## config.mk

```make
export PLATFORM = sky130hd
export DESIGN_NAME = esr_top
export DESIGN_NICKNAME = d
export VERILOG_FILES = /design/src/core/esr_pkg.sv /design/src/core/esr_tmr_if.sv /design/src/core/esr_timer.sv /design/src/core/esr_top.sv
export SDC_FILE = /design/constraint.sdc
export NUM_CORES = 1
export LEC_CHECK = 0
export ABC_AREA = 1
export ABC_CLOCK_PERIOD_IN_PS = 3500
export BUFFER_PORTS_ARGS = -buffer_cell sky130_fd_sc_hd__buf_2
export CAP_MARGIN = 20
export CORE_UTILIZATION = 53
export DETAILED_ROUTE_END_ITERATION = 7
export GPL_ROUTABILITY_DRIVEN = 0
export PLACE_DENSITY = 0.84
export SYNTH_ARGS = -nofsm -noshare
export SYNTH_HDL_FRONTEND = slang
export SYNTH_SLANG_ARGS = --single-unit
```

## constraint.sdc

```tcl
create_clock -name core_clk -period 3.5 [get_ports core_clk]
set_input_delay 0.35 -clock core_clk [delete_from_list [all_inputs] [get_ports core_clk]]
set_output_delay 0.35 -clock core_clk [all_outputs]
set_load 0.02 [all_outputs]
```

## src/core/esr_pkg.sv

```systemverilog
// Summary of operation
// Interrupt route latches low until cleared.
// Reset route pulses, rechecks while input low.
// Reset plus watchdog route pulses once only; with wdo_latch_cfg low it pulses again after each watchdog release.
// Watchdog route asserts fault until cleared.
// Watchdog output needs enable pin high.
// Reset pulse lasts configured reset delay.
// Active only after load, and after self test when one runs.
// Fatal faults enter the safe lock state.
// Safe lock holds reset and interrupt low.
// Operating state readable as monitor status.
// Power-on self test only when bit set.
// Configuration load corrects single, flags double.
// Self test ignores pins, disables I2C.
// Pass enables I2C, then load, active.
// Failure drives pins low, I2C kept.
// Self test reported in four places.
// Trigger bit starts self test in operation.
// Sequence timeout masks undervoltage after supply rise.
// Completion sets done flag, optional interrupt.
// Error delay code maps to milliseconds.
// Low error input sets vendor flag.
// Watchdog fault latches or releases by option.
// Error input synchronised, delay restarts on high.
package esr_pkg;

  localparam int TICK_TIME_US = 1000;
  localparam int CLK_MHZ      = 100;
  localparam int TICK_CYCLES  = TICK_TIME_US * CLK_MHZ;

  localparam int DLY_W  = 10;
  localparam int CODE_W = 8;

  localparam logic [CODE_W-1:0] SEG1_START = 8'h20;
  localparam logic [CODE_W-1:0] SEG2_START = 8'h40;
  localparam logic [DLY_W-1:0]  SEG0_ADD   = 10'h001;
  localparam logic [DLY_W-1:0]  SEG1_SUB   = 10'h01E;
  localparam logic [DLY_W-1:0]  SEG2_SUB   = 10'h09C;

  localparam logic [7:0] MON_STATUS_ADDR = 8'h30;
  localparam logic [7:0] CFG_TRIG_ADDR   = 8'h9F;

  localparam int MAP_IRQ = 0;
  localparam int MAP_RST = 1;
  localparam int MAP_WDO = 2;

  localparam int TIE_DONE = 0;
  localparam int TIE_FAIL = 1;

  localparam int CW_W      = 13;
  localparam int CFG_WORDS = 4;
  localparam int CFG_AW    = 2;
  localparam logic [CFG_AW-1:0] CFG_LAST = 2'h3;

  typedef enum logic [2:0] {
    MD_OFF      = 3'b000,
    MD_SELFTEST = 3'b001,
    MD_LOAD     = 3'b010,
    MD_ACTIVE   = 3'b011,
    MD_SAFE     = 3'b100
  } esr_mode_t;

  typedef enum logic [1:0] {
    ES_IDLE = 2'b00,
    ES_RST  = 2'b01,
    ES_HOLD = 2'b10
  } esr_esm_t;

  // One byte code to milliseconds
  function automatic logic [DLY_W-1:0] dly_ms(input logic [CODE_W-1:0] code);
    logic [DLY_W-1:0] c;
    c = {2'h0, code};
    if (code < SEG1_START) begin
      dly_ms = c + SEG0_ADD;
    end else if (code < SEG2_START) begin
      dly_ms = (c << 1) - SEG1_SUB;
    end else begin
      dly_ms = (c << 2) - SEG2_SUB;
    end
  endfunction

endpackage

```

## src/core/esr_tmr_if.sv

```systemverilog
`timescale 1ns/1ps
interface esr_tmr_if;
  logic                     restart;
  logic [esr_pkg::DLY_W-1:0] target;
  logic                     expired;

  modport ctl (output restart, output target, input expired);
  modport tmr (input restart, input target, output expired);
endinterface

```

## src/core/esr_timer.sv

```systemverilog
`timescale 1ns/1ps
module esr_timer (
  // Clock and reset
  input wire logic core_clk,
  input wire logic rst,
  // Millisecond enable
  input wire logic tick,
  // Control
  esr_tmr_if.tmr   t
);
  logic [esr_pkg::DLY_W-1:0] cnt_q;

  // Saturates so expiry stays a level until restart
  always_ff @(posedge core_clk or posedge rst) begin
    if (rst) begin
      cnt_q <= '0;
    end else if (t.restart) begin
      cnt_q <= '0;
    end else if (tick && !t.expired) begin
      cnt_q <= cnt_q + 10'h001;
    end
  end

  assign t.expired = (cnt_q >= t.target);
endmodule

```

## src/core/esr_top.sv

```systemverilog
`timescale 1ns/1ps
module esr_top #(
  parameter int TICK_CYCLES = esr_pkg::TICK_CYCLES
) (
  // Clock and reset
  input  wire logic                        core_clk,
  input  wire logic                        rst,
  // Soc error input and watchdog enable
  input  wire logic                        soc_error_input_n,
  input  wire logic                        watchdog_enable_pin,
  // Routing and delay configuration
  input  wire logic [2:0]                  esm_map,
  input  wire logic [esr_pkg::CODE_W-1:0]  error_delay_code,
  input  wire logic [esr_pkg::CODE_W-1:0]  reset_pulse_delay,
  input  wire logic                        wdo_latch_cfg,
  input  wire logic [esr_pkg::CODE_W-1:0]  wdo_delay_code,
  input  wire logic [esr_pkg::CODE_W-1:0]  seq_timeout_code,
  // Host clear strobes and trigger
  input  wire logic                        error_flag_clr,
  input  wire logic                        test_flag_clr,
  input  wire logic                        selftest_trigger,
  input  wire logic [1:0]                  test_irq_enable,
  // Self test engine
  input  wire logic                        selftest_at_poweron,
  input  wire logic                        selftest_complete,
  input  wire logic                        selftest_fail,
  input  wire logic [3:0]                  selftest_result,
  output logic                             selftest_run,
  // Configuration store
  output logic                             otp_rd,
  output logic [esr_pkg::CFG_AW-1:0]       otp_addr,
  input  wire logic                        otp_valid,
  input  wire logic [esr_pkg::CW_W-1:0]    otp_data,
  output logic [8*esr_pkg::CFG_WORDS-1:0]  cfg_data,
  // Supply and faults
  input  wire logic                        supply_ok,
  input  wire logic                        uv_fault_raw,
  input  wire logic                        thermal_shutdown,
  input  wire logic                        addr_pin_fault,
  output logic                             uv_fault,
  // Open-drain pins
  output logic                             reset_output_n,
  output logic                             reset_output_oe,
  output logic                             interrupt_output_n,
  output logic                             interrupt_output_oe,
  output logic                             watchdog_fault_output_n,
  output logic                             watchdog_fault_output_oe,
  // Status
  output logic [2:0]                       monitor_status,
  output logic                             selftest_done_status,
  output logic                             selftest_done_flag,
  output logic                             selftest_fail_flag,
  output logic [3:0]                       selftest_info,
  output logic                             soc_error_flag,
  output logic                             esm_fault_flag,
  output logic                             ecc_corrected,
  output logic                             i2c_enable,
  output logic                             monitor_enable
);
  esr_pkg::esr_mode_t mode_q, mode_d;
  esr_pkg::esr_esm_t  es_q, es_d;

  // Millisecond enable divider
  logic [31:0] div_q;
  logic        tick;
  assign tick = (div_q == 32'(TICK_CYCLES - 1));
  always_ff @(posedge core_clk or posedge rst) begin
    if (rst) div_q <= '0;
    else     div_q <= tick ? '0 : div_q + 32'h1;
  end

  esr_tmr_if tmr_e ();
  esr_tmr_if tmr_w ();
  esr_tmr_if tmr_s ();
  esr_timer u_tmr_e (.core_clk(core_clk), .rst(rst), .tick(tick), .t(tmr_e));
  esr_timer u_tmr_w (.core_clk(core_clk), .rst(rst), .tick(tick), .t(tmr_w));
  esr_timer u_tmr_s (.core_clk(core_clk), .rst(rst), .tick(tick), .t(tmr_s));

  // SEC-DED over 8 data bits, position-coded Hamming with overall parity in bit 0
  logic [3:0] syn;
  logic       par_err, sec_err, ded_err;
  logic [7:0] dec_byte;
  logic [esr_pkg::CW_W-1:0] fixed_cw;
  always_comb begin
    syn = 4'h0;
    for (int i = 1; i < esr_pkg::CW_W; i++) begin
      if (otp_data[i]) syn = syn ^ 4'(i);
    end
    fixed_cw = otp_data;
    if (syn != 4'h0 && ^otp_data) fixed_cw[syn] = ~otp_data[syn];
  end
  assign par_err  = ^otp_data;
  assign sec_err  = par_err;
  assign ded_err  = !par_err && (syn != 4'h0);
  assign dec_byte = {fixed_cw[12:9], fixed_cw[7:5], fixed_cw[3]};

  // Mode sequencer
  logic fatal_pin, load_ok, load_last;
  assign fatal_pin = thermal_shutdown || addr_pin_fault;
  assign load_ok   = otp_valid && !ded_err;
  assign load_last = load_ok && (otp_addr == esr_pkg::CFG_LAST);

  always_comb begin
    mode_d = mode_q;
    case (mode_q)
      esr_pkg::MD_OFF:
        mode_d = selftest_at_poweron ? esr_pkg::MD_SELFTEST : esr_pkg::MD_LOAD;
      esr_pkg::MD_SELFTEST: begin
        if (selftest_fail)          mode_d = esr_pkg::MD_SAFE;
        else if (selftest_complete) mode_d = esr_pkg::MD_LOAD;
      end
      esr_pkg::MD_LOAD: begin
        if (otp_valid && ded_err) mode_d = esr_pkg::MD_SAFE;
        else if (load_last)       mode_d = esr_pkg::MD_ACTIVE;
      end
      esr_pkg::MD_ACTIVE:
        if (selftest_trigger) mode_d = esr_pkg::MD_SELFTEST;
      esr_pkg::MD_SAFE:
        mode_d = esr_pkg::MD_SAFE;
      default:
        mode_d = esr_pkg::MD_SAFE;
    endcase
    if (fatal_pin && mode_q != esr_pkg::MD_OFF) mode_d = esr_pkg::MD_SAFE;
  end

  // Strap is read by the clocked step out of OFF, never by the reset itself
  always_ff @(posedge core_clk or posedge rst) begin
    if (rst) mode_q <= esr_pkg::MD_OFF;
    else     mode_q <= mode_d;
  end

  logic active, in_test;
  assign active       = (mode_q == esr_pkg::MD_ACTIVE);
  assign in_test      = (mode_q == esr_pkg::MD_SELFTEST);
  assign selftest_run = in_test;
  assign otp_rd       = (mode_q == esr_pkg::MD_LOAD);
  assign monitor_status = mode_q;
  assign monitor_enable = active;
  assign i2c_enable     = !in_test && (mode_q != esr_pkg::MD_OFF);

  always_ff @(posedge core_clk or posedge rst) begin
    if (rst) begin
      otp_addr      <= '0;
      cfg_data      <= '0;
      ecc_corrected <= 1'b0;
    end else if (otp_rd && load_ok) begin
      otp_addr              <= otp_addr + 2'h1;
      cfg_data[otp_addr*8 +: 8] <= dec_byte;
      if (sec_err) ecc_corrected <= 1'b1;
    end
  end

  // Self test reporting, set wins over clear
  logic st_end;
  assign st_end = in_test && (selftest_complete || selftest_fail);
  always_ff @(posedge core_clk or posedge rst) begin
    if (rst) begin
      selftest_done_flag   <= 1'b0;
      selftest_fail_flag   <= 1'b0;
      selftest_done_status <= 1'b0;
      selftest_info        <= 4'h0;
    end else begin
      if (st_end)             selftest_done_flag <= 1'b1;
      else if (test_flag_clr) selftest_done_flag <= 1'b0;
      if (in_test && selftest_fail) selftest_fail_flag <= 1'b1;
      else if (test_flag_clr)       selftest_fail_flag <= 1'b0;
      if (st_end) selftest_done_status <= 1'b1;
      else if (mode_d == esr_pkg::MD_SELFTEST && !in_test) selftest_done_status <= 1'b0;
      if (st_end) selftest_info <= selftest_result;
    end
  end

  // Error input synchroniser, ignored outside ACTIVE
  logic sync1_q, sync2_q, err_low;
  always_ff @(posedge core_clk or posedge rst) begin
    if (rst) begin
      sync1_q <= 1'b1;
      sync2_q <= 1'b1;
    end else begin
      sync1_q <= soc_error_input_n;
      sync2_q <= sync1_q;
    end
  end
  assign err_low = !sync2_q && active;

  // Routing decode
  logic r_irq, r_rst, r_wdo, wdo_q, irq_latch_q, hit, rst_blocked;
  assign r_irq       = esm_map[esr_pkg::MAP_IRQ];
  assign r_rst       = esm_map[esr_pkg::MAP_RST];
  assign r_wdo       = esm_map[esr_pkg::MAP_WDO] && watchdog_enable_pin;
  assign hit         = (es_q == esr_pkg::ES_IDLE) && err_low && tmr_e.expired;
  assign rst_blocked = r_wdo && wdo_q;

  always_comb begin
    es_d = es_q;
    case (es_q)
      esr_pkg::ES_IDLE:
        if (hit && r_rst && !rst_blocked) es_d = esr_pkg::ES_RST;
      esr_pkg::ES_RST:
        if (tmr_e.expired) es_d = (r_wdo && wdo_q) ? esr_pkg::ES_HOLD : esr_pkg::ES_IDLE;
      esr_pkg::ES_HOLD:
        if (!(r_wdo && wdo_q)) es_d = esr_pkg::ES_IDLE;
      default:
        es_d = esr_pkg::ES_IDLE;
    endcase
    if (!active) es_d = esr_pkg::ES_IDLE;
  end

  always_ff @(posedge core_clk or posedge rst) begin
    if (rst) es_q <= esr_pkg::ES_IDLE;
    else     es_q <= es_d;
  end

  // Delay restarts on every phase change, on a hit, and while idle with the input high
  assign tmr_e.restart = (es_d != es_q) || hit ||
                         ((es_q == esr_pkg::ES_IDLE) && !err_low);
  assign tmr_e.target  = (es_q == esr_pkg::ES_RST) ?
                         esr_pkg::dly_ms(reset_pulse_delay) :
                         esr_pkg::dly_ms(error_delay_code);

  assign tmr_w.restart = !wdo_q;
  assign tmr_w.target  = esr_pkg::dly_ms(wdo_delay_code);

  // Latched fault state; a new event beats a same-cycle clear
  always_ff @(posedge core_clk or posedge rst) begin
    if (rst) begin
      irq_latch_q    <= 1'b0;
      wdo_q          <= 1'b0;
      esm_fault_flag <= 1'b0;
      soc_error_flag <= 1'b0;
    end else begin
      if (hit && r_irq)        irq_latch_q <= 1'b1;
      else if (error_flag_clr) irq_latch_q <= 1'b0;
      if (hit && r_wdo) wdo_q <= 1'b1;
      else if (error_flag_clr || !watchdog_enable_pin ||
               (!wdo_latch_cfg && tmr_w.expired)) wdo_q <= 1'b0;
      if (hit && (r_irq || r_wdo)) esm_fault_flag <= 1'b1;
      else if (error_flag_clr)     esm_fault_flag <= 1'b0;
      if (err_low)             soc_error_flag <= 1'b1;
      else if (error_flag_clr) soc_error_flag <= 1'b0;
    end
  end

  // Sequence timeout after supply rise masks undervoltage
  assign tmr_s.restart = !supply_ok;
  assign tmr_s.target  = esr_pkg::dly_ms(seq_timeout_code);

  logic safe, irq_req, rst_req;
  assign safe    = (mode_q == esr_pkg::MD_SAFE);
  assign irq_req = safe || irq_latch_q ||
                   (selftest_done_flag && test_irq_enable[esr_pkg::TIE_DONE]) ||
                   (selftest_fail_flag && test_irq_enable[esr_pkg::TIE_FAIL]);
  assign rst_req = safe || (es_q == esr_pkg::ES_RST);

  always_ff @(posedge core_clk or posedge rst) begin
    if (rst) begin
      reset_output_n          <= 1'b1;
      interrupt_output_n      <= 1'b1;
      watchdog_fault_output_n <= 1'b1;
      uv_fault                <= 1'b0;
    end else begin
      reset_output_n          <= !rst_req;
      interrupt_output_n      <= !irq_req;
      watchdog_fault_output_n <= !(wdo_q && watchdog_enable_pin);
      uv_fault                <= uv_fault_raw && active && tmr_s.expired;
    end
  end
  assign reset_output_oe          = !reset_output_n;
  assign interrupt_output_oe      = !interrupt_output_n;
  assign watchdog_fault_output_oe = !watchdog_fault_output_n;
endmodule

```

Word level (Yosys, flattened, before mapping)
Cells that the tools add are included.
Widths: inputs -> output; s select.
{"block": "classes", "n_lt_le_gt_ge": 13, "n_reduce_logical": 74, "shifts": 2, "n_addsub": 18, "eq_ne": 12, "n_mux": 60, "n_bitwise": 12}
{"cell": "$mux 10", "n": 15}
{"cell": "$sub 10x8->10 const B", "n": 4}
{"cell": "$sub 9x5->10 const B", "n": 4}
{"cell": "$add 8x1->9 const B", "n": 4}
{"cell": "$neg 5->34", "n": 1}
{"cell": "$shift 8x34->32 const A", "n": 1}
{"cell": "$shiftx 8x34->32", "n": 1}
{"cell": "$add 32x1->32 const B", "n": 1}
{"cell": "$bwmux 32", "n": 1}
{"cell": "$eq 32x17->1 const B", "n": 1}
{"cell": "$logic_and 1x1->1", "n": 32}
{"cell": "$lt 8x6->1 const B", "n": 4}
{"cell": "$lt 8x7->1 const B", "n": 4}
{"cell": "$mux 32", "n": 1}
{"cell": "$add 10x1->10 const B", "n": 3}
{"cell": "$ge 10x10->1", "n": 3}
{"cell": "$mux 3", "n": 10}
{"cell": "$mux 4", "n": 5}
{"cell": "$logic_not 1->1", "n": 17}
{"cell": "$mux 2", "n": 8}
{"cell": "$reduce_bool 2->1", "n": 8}
{"cell": "$mux 1", "n": 14}
{"cell": "$bwmux 13", "n": 1}
{"cell": "$mux 13", "n": 1}
{"cell": "other kinds (25)", "n": 47}
{"block": "word_totals", "input_bits": 70, "output_inout_bits": 58, "elab_cells": 214, "regBits": 119}

Logic depth before layout (Yosys ltp)
{"block": "logic_depth", "depth_word": 33, "depth_mapped": 19, "depth_no_buf": 19}

Cells and area by module
A second synthesis with hierarchy kept.
{"block": "unflattened", "cells_unflattened": 1254, "area_unflattened_um2": 8922.3}
{"mod": "esr_top", "cells_each": 876, "seq_area_each_um2": 2233.4, "instances": 1, "area_per_inst_um2": 6167.2}
{"mod": "esr_timer", "cells_each": 126, "seq_area_each_um2": 250.2, "instances": 3, "area_per_inst_um2": 918.4}

Worst setup path before layout
Ideal clock, no wire load.
{"block": "synth_path", "path_kind": "input to register", "from": "input port reset_pulse_delay[6] in the netlist's numbering", "to": "register u_tmr_e.cnt_q[5] in the netlist's numbering", "slack_ns": 0.571, "arrival_ns": 2.797, "setup_time_ns": 0.131, "t_required_ns": 3.369, "path_buffers": 0, "path_stages": 16, "cell_sequence": "nor2_1 > inv_1 > nor2_1 > o21ai_0 > o21ai_0 > o22a_1 > ha_1 > a21oi_1 > o21ai_0 > nand2_1 > o2111ai_1 > nor3_2 > inv_1 > nor2_1 > xor2_1 > nor2_1"}
{"block": "synth_between", "elab_chain_cells": 15, "elab_cells_between_ends": 23, "cone_classes": "add/sub (3); order compare (3); eq/ne (1); mux (8); reduce/logical (8)"}
{"element": "from (decl)", "line_no": "esr_top.sv:14", "text": "input wire logic [esr_pkg::CODE_W-1:0] reset_pulse_delay,"}
{"element": "$sub 10x8->10 (tied with other cells)", "line_no": "esr_pkg.sv:78", "text": "dly_ms = (c << 2) - SEG2_SUB;"}
{"element": "$mux 10", "line_no": "esr_pkg.sv:75", "text": "end else if (code < SEG2_START) begin"}
{"element": "$mux 10 *", "line_no": "esr_pkg.sv:73", "text": "if (code < SEG1_START) begin"}
{"element": "$mux 10 *", "line_no": "esr_top.sv:217", "text": "assign tmr_e.target = (es_q == esr_pkg::ES_RST) ?"}
{"element": "$ge 10x10->1 *", "line_no": "esr_timer.sv:24", "text": "assign t.expired = (cnt_q >= t.target);"}
{"element": "$logic_and 1x1->1", "line_no": "esr_top.sv:191", "text": "assign hit = (es_q == esr_pkg::ES_IDLE) && err_low && tmr_e.expired;"}
{"element": "$logic_and 1x1->1 (2 in series)", "line_no": "esr_top.sv:198", "text": "if (hit && r_rst && !rst_blocked) es_d = esr_pkg::ES_RST;"}
{"element": "$mux 2", "line_no": "esr_top.sv:198"}
{"element": "$pmux 2 s3", "line_no": "esr_top.sv:196", "text": "case (es_q)"}
{"element": "$mux 2", "line_no": "esr_top.sv:206", "text": "if (!active) es_d = esr_pkg::ES_IDLE;"}
{"element": "$ne 2x2->1", "line_no": "esr_top.sv:215", "text": "assign tmr_e.restart = (es_d != es_q) || hit ||"}
{"element": "$logic_or 1x1->1 (2 in series)", "line_no": "esr_top.sv:215"}
{"element": "$mux 10 / $reduce_bool 2->1 (equally long branches)"}
{"element": "to (signal assigned)", "line_no": "esr_timer.sv:20", "text": "cnt_q <= cnt_q + 10'h001;"}
{"element": "to (decl)", "line_no": "esr_timer.sv:11", "text": "logic [esr_pkg::DLY_W-1:0] cnt_q;"}
Every way passes the cells marked *; elsewhere a longest branch is shown, timed or not.
A chain may end at the register's enable or synchronous reset.

Worst setup path in the final report
{"block": "layout_path", "from": "register es_q[0]", "to": "register u_tmr_e.cnt_q[0] in the netlist's numbering"}
{"block": "layout_between", "elab_chain_cells": 13, "elab_cells_between_ends": 22, "cone_classes": "order compare (1); eq/ne (3); mux (7); reduce/logical (11)"}
{"element": "from (decl)", "line_no": "esr_top.sv:61", "text": "esr_pkg::esr_esm_t es_q, es_d;"}
{"element": "from (signal assigned)", "line_no": "esr_top.sv:210", "text": "if (rst) es_q <= esr_pkg::ES_IDLE;"}
{"element": "from (signal assigned)", "line_no": "esr_top.sv:211", "text": "else es_q <= es_d;"}
{"element": "$eq 2x1->1", "line_no": "esr_top.sv:196, esr_top.sv:217"}
{"element": "$mux 10", "line_no": "esr_top.sv:217"}
{"element": "$ge 10x10->1", "line_no": "esr_timer.sv:24"}
{"element": "$logic_and 1x1->1", "line_no": "esr_top.sv:191"}
{"element": "$logic_and 1x1->1 (2 in series)", "line_no": "esr_top.sv:198"}
{"element": "$mux 2", "line_no": "esr_top.sv:198"}
{"element": "$pmux 2 s3 *", "line_no": "esr_top.sv:196"}
{"element": "$mux 2 *", "line_no": "esr_top.sv:206"}
{"element": "named net es_d[0]", "line_no": "esr_top.sv:61"}
{"element": "$ne 2x2->1 *", "line_no": "esr_top.sv:215"}
{"element": "$logic_or 1x1->1 * (2 in series)", "line_no": "esr_top.sv:215"}
{"element": "$mux 10 / $reduce_bool 2->1 (equally long branches)"}
The timed path passes the listed nets; every way through them passes the cells marked *.

==> impl_metrics.tcl <==
set metrics [dict create \
    grt_pass1_wl_um 36000 \
    port_buffers 127 \
    tns_ns 0 \
    fmax_mhz 315 \
    ys_seq_area_share_pct 35.7 \
    hold_viol 0 \
    hp-class "input port to flop" \
    vias 8406 \
    ys.flop_type "dfrtp_1" \
    cts_buffers 17 \
    cp-start-kind "flop" \
    tightest_slew_ns 0.932 \
    whs_ns 0.0274 \
    synth_nets 1283 \
    setup_viol 0 \
    reg2reg_from "es_q[0]$_DFF_PP0_" \
    end_kind "flop" \
    internal_power_mw 2.83 \
    ys_async_sr_fraction_pct 100 \
    skew_ns 0.0127 \
    ir_drop_v 0.000331 \
    yosysTopAreaCell "dfrtp_1" \
    p_leak_nw 5.15 \
    yosysUniqueCellTypes 56 \
    fin_crit_ns 3.18 \
    fin_nets 1427 \
    rsz0062_at_grt "false" \
    cp_max_fo 12 \
    layout_commonest_cell "nand2_1" \
    rows 45 \
    viasPerCell 5.46 \
    cts_max_level 4 \
    cts.sinks 119 \
    drv_cap 0 \
    cts_hold_buf 0 \
    synth_warnings 0 \
    reg2reg_depth 17 \
    crit_slowest_cell "dfrtp_1" \
    drc 0 \
    drv_slew 0 \
    clk_pin_slew_ns 0.06 \
    dp_hpwl_um 16500 \
    max_stage_delay_ns 0.38 \
    die_w_um 128 \
    criticalPathCategory "flop to flop" \
    p_comb_share_pct 24.8 \
    synth-edff-count 0 \
    cts_resized 0 \
    final_util_pct 64.3 \
    cts_tree "done" \
    ant_nets 0 \
    hold_path_depth 1 \
    post_drt_wl_per_cell_um 14.2 \
    worst_path_most_repeated_cell "nand2_1" \
    drt-total-wl_um 21900 \
    min_period_over_period_pct 90.8 \
    dieArea_um2 16300 \
    swShare_pct 34.3 \
    fp.coreArea_um2 15300 \
    cts_buffer_depth 2 \
    crit_start "es_q[0]$_DFF_PP0_" \
    synth_area_um2 8350 \
    cts_setup_buffers 0 \
    avgSynthCellArea_um2 7.14 \
    synth_cells 1170 \
    worstPathArrival_ns 3.46 \
    clockPowerShare_pct 38.4 \
    insertion_delay_ns 0.43 \
    fillers 1304 \
    grt_max_degree 74 \
    switching_power_mw 1.48 \
    p_seq_share_pct 36.8 \
    min_from "soc_error_input_n" \
    powerDensity_nw_per_um2 437 \
    synthTopCellsByArea "dfrtp_1 (34%), nand2_1 (12%), inv_1 (8.2%), ha_1 (6.4%), nor2_1 (5.9%)" \
    initial_utilization_pct 54.5 \
    synth_seq_cells 119 \
    outcome "completed" \
    antenna_found_initial 1 \
    first_pass_iters 6 \
    slew_headroom_pct 37.9 \
    grt_pass1_vias 7684 \
    synth_top_area_share_pct 34.2 \
    drt_iter0_drc 612 \
    final_cell_mix "nand2_1 (277), inv_1 (182), nor2_1 (132)" \
    die_height_um 128 \
    area_growth_pct 17.9 \
    grt-ovfl-total 0 \
    path_cells "inv_1 > nor2_1 > buf_4 > nor3_1 > a21oi_1 > o22a_1 > ha_1 > a21oi_1 > o21ai_0 > nand2_1 > o2111ai_1 > nand2_1 > o22ai_1 > nand2_1 > inv_2 > o21ai_2 > nor3_1" \
    drive_gt1_share_pct 16.3 \
    pin_count 128 \
    r2r_slack_ns 0.32 \
    critPathRequiredTime_ns 3.79 \
    min_to "sync1_q$_DFF_PP1_" \
    track_usage_pct 28.0 \
    timing.rr.end "u_tmr_e.cnt_q[0]$_DFFE_PP0P_" \
    cts_root_buf "clkbuf_16" \
]
kinds of logic after synthesis:
logic type	Yosys count	synth area share (%)
simple gates	606	32.5
buf+inv	200	9.20
compound gates	152	10.8
flops	119	35.7
xor+xnor	46	4.82
fa+ha+maj	43	6.44
mux	4	0.539
state kept, by name, summed over array words and instances (netlist names), 2 cells and up:
register        flops
cfg_data           32
selftest_info       4
es_q                2
monitor_status      3
u_tmr_w.cnt_q      10
otp_addr            2
u_tmr_s.cnt_q      10
div_q              32
u_tmr_e.cnt_q      10
final cells by class:
class	instances	area [um^2]	share of cell area (%)
multi-input combinational	851	4600	46.7
sequential	119	2980	30.3
inverter	190	723	7.34
timing repair buffer	135	708	7.19
clock buffer	21	460	4.68
tap	211	264	2.68
clock inverter	11	101	1.03
antenna	2	5.00	0.0508
synthesized netlist by cell type (10+ instances only):
master	instances
nand3_1	85
xor2_1	41
a21oi_1	41
nand2_1	277
o21ai_1	10
nand4_1	32
ha_1	43
nor2_1	132
o21ai_0	51
inv_1	183
dfrtp_1	114
o221ai_1	11
nor3_1	34
how the worst max path moves through the flow:
stage                                   end  cells after the start
2_1_floorplan       cfg_data[0]$_DFFE_PP0P_                      1
3_3_place_gp   u_tmr_e.cnt_q[0]$_DFFE_PP0P_                     17
3_5_place_dp   u_tmr_e.cnt_q[4]$_DFFE_PP0P_                     18
4_1_cts        u_tmr_e.cnt_q[1]$_DFFE_PP0P_                     17
5_1_grt        u_tmr_e.cnt_q[6]$_DFFE_PP0P_                     15
6_report       u_tmr_e.cnt_q[0]$_DFFE_PP0P_                     17
worst max-delay path: cells and delay by family (launching register included):
| family | cells | cell delay (ns) |
|---|---|---|
| buffers and inverters | 3 | 0.35 |
| adder cells (fa/ha/maj) | 1 | 0.28 |
| AND/OR/NAND/NOR | 6 | 0.79 |
| flip-flops | 1 | 0.38 |
| AO/OA/AOI/OAI | 7 | 1.22 |
layer usage:
layer	up-vias	GRT usage (%)	routed length, um
met5	-	0	0
met4	0	13.2	821
met3	70	6.87	1800
met2	371	46.0	10200
met1	3829	34.7	9080
li1	4136	-	-
per-stage QoR:
| stage | worst slack (ns) | instances | power [mW] | cell area (um^2) |
|---|---|---|---|---|
| 4_1_cts | 0.313 | 1538 | 4.32 | 9840 |
| 3_3_place_gp | 0.374 | 1506 | 2.62 | 9280 |
| 6_report | 0.322 | 1540 | 4.30 | 9850 |
| 3_5_place_dp | 0.176 | 1506 | 2.65 | 9280 |
| 2_1_floorplan | 0.000804 | 1170 | 2.32 | 8350 |
| 5_1_grt | 0.0556 | 1538 | 4.51 | 9840 |
power by group through the flow:
stage | Sequential (mW) | Combinational (mW) | Clock [mW]
finish | 1.58 | 1.07 | 1.65
global route | 1.60 | 1.19 | 1.73
CTS | 1.58 | 1.07 | 1.67
detailed placement | 1.60 | 1.05 | 0
global placement | 1.60 | 1.03 | 0
floorplan | 1.68 | 0.633 | 0
(Power assumes the default switching activity.)
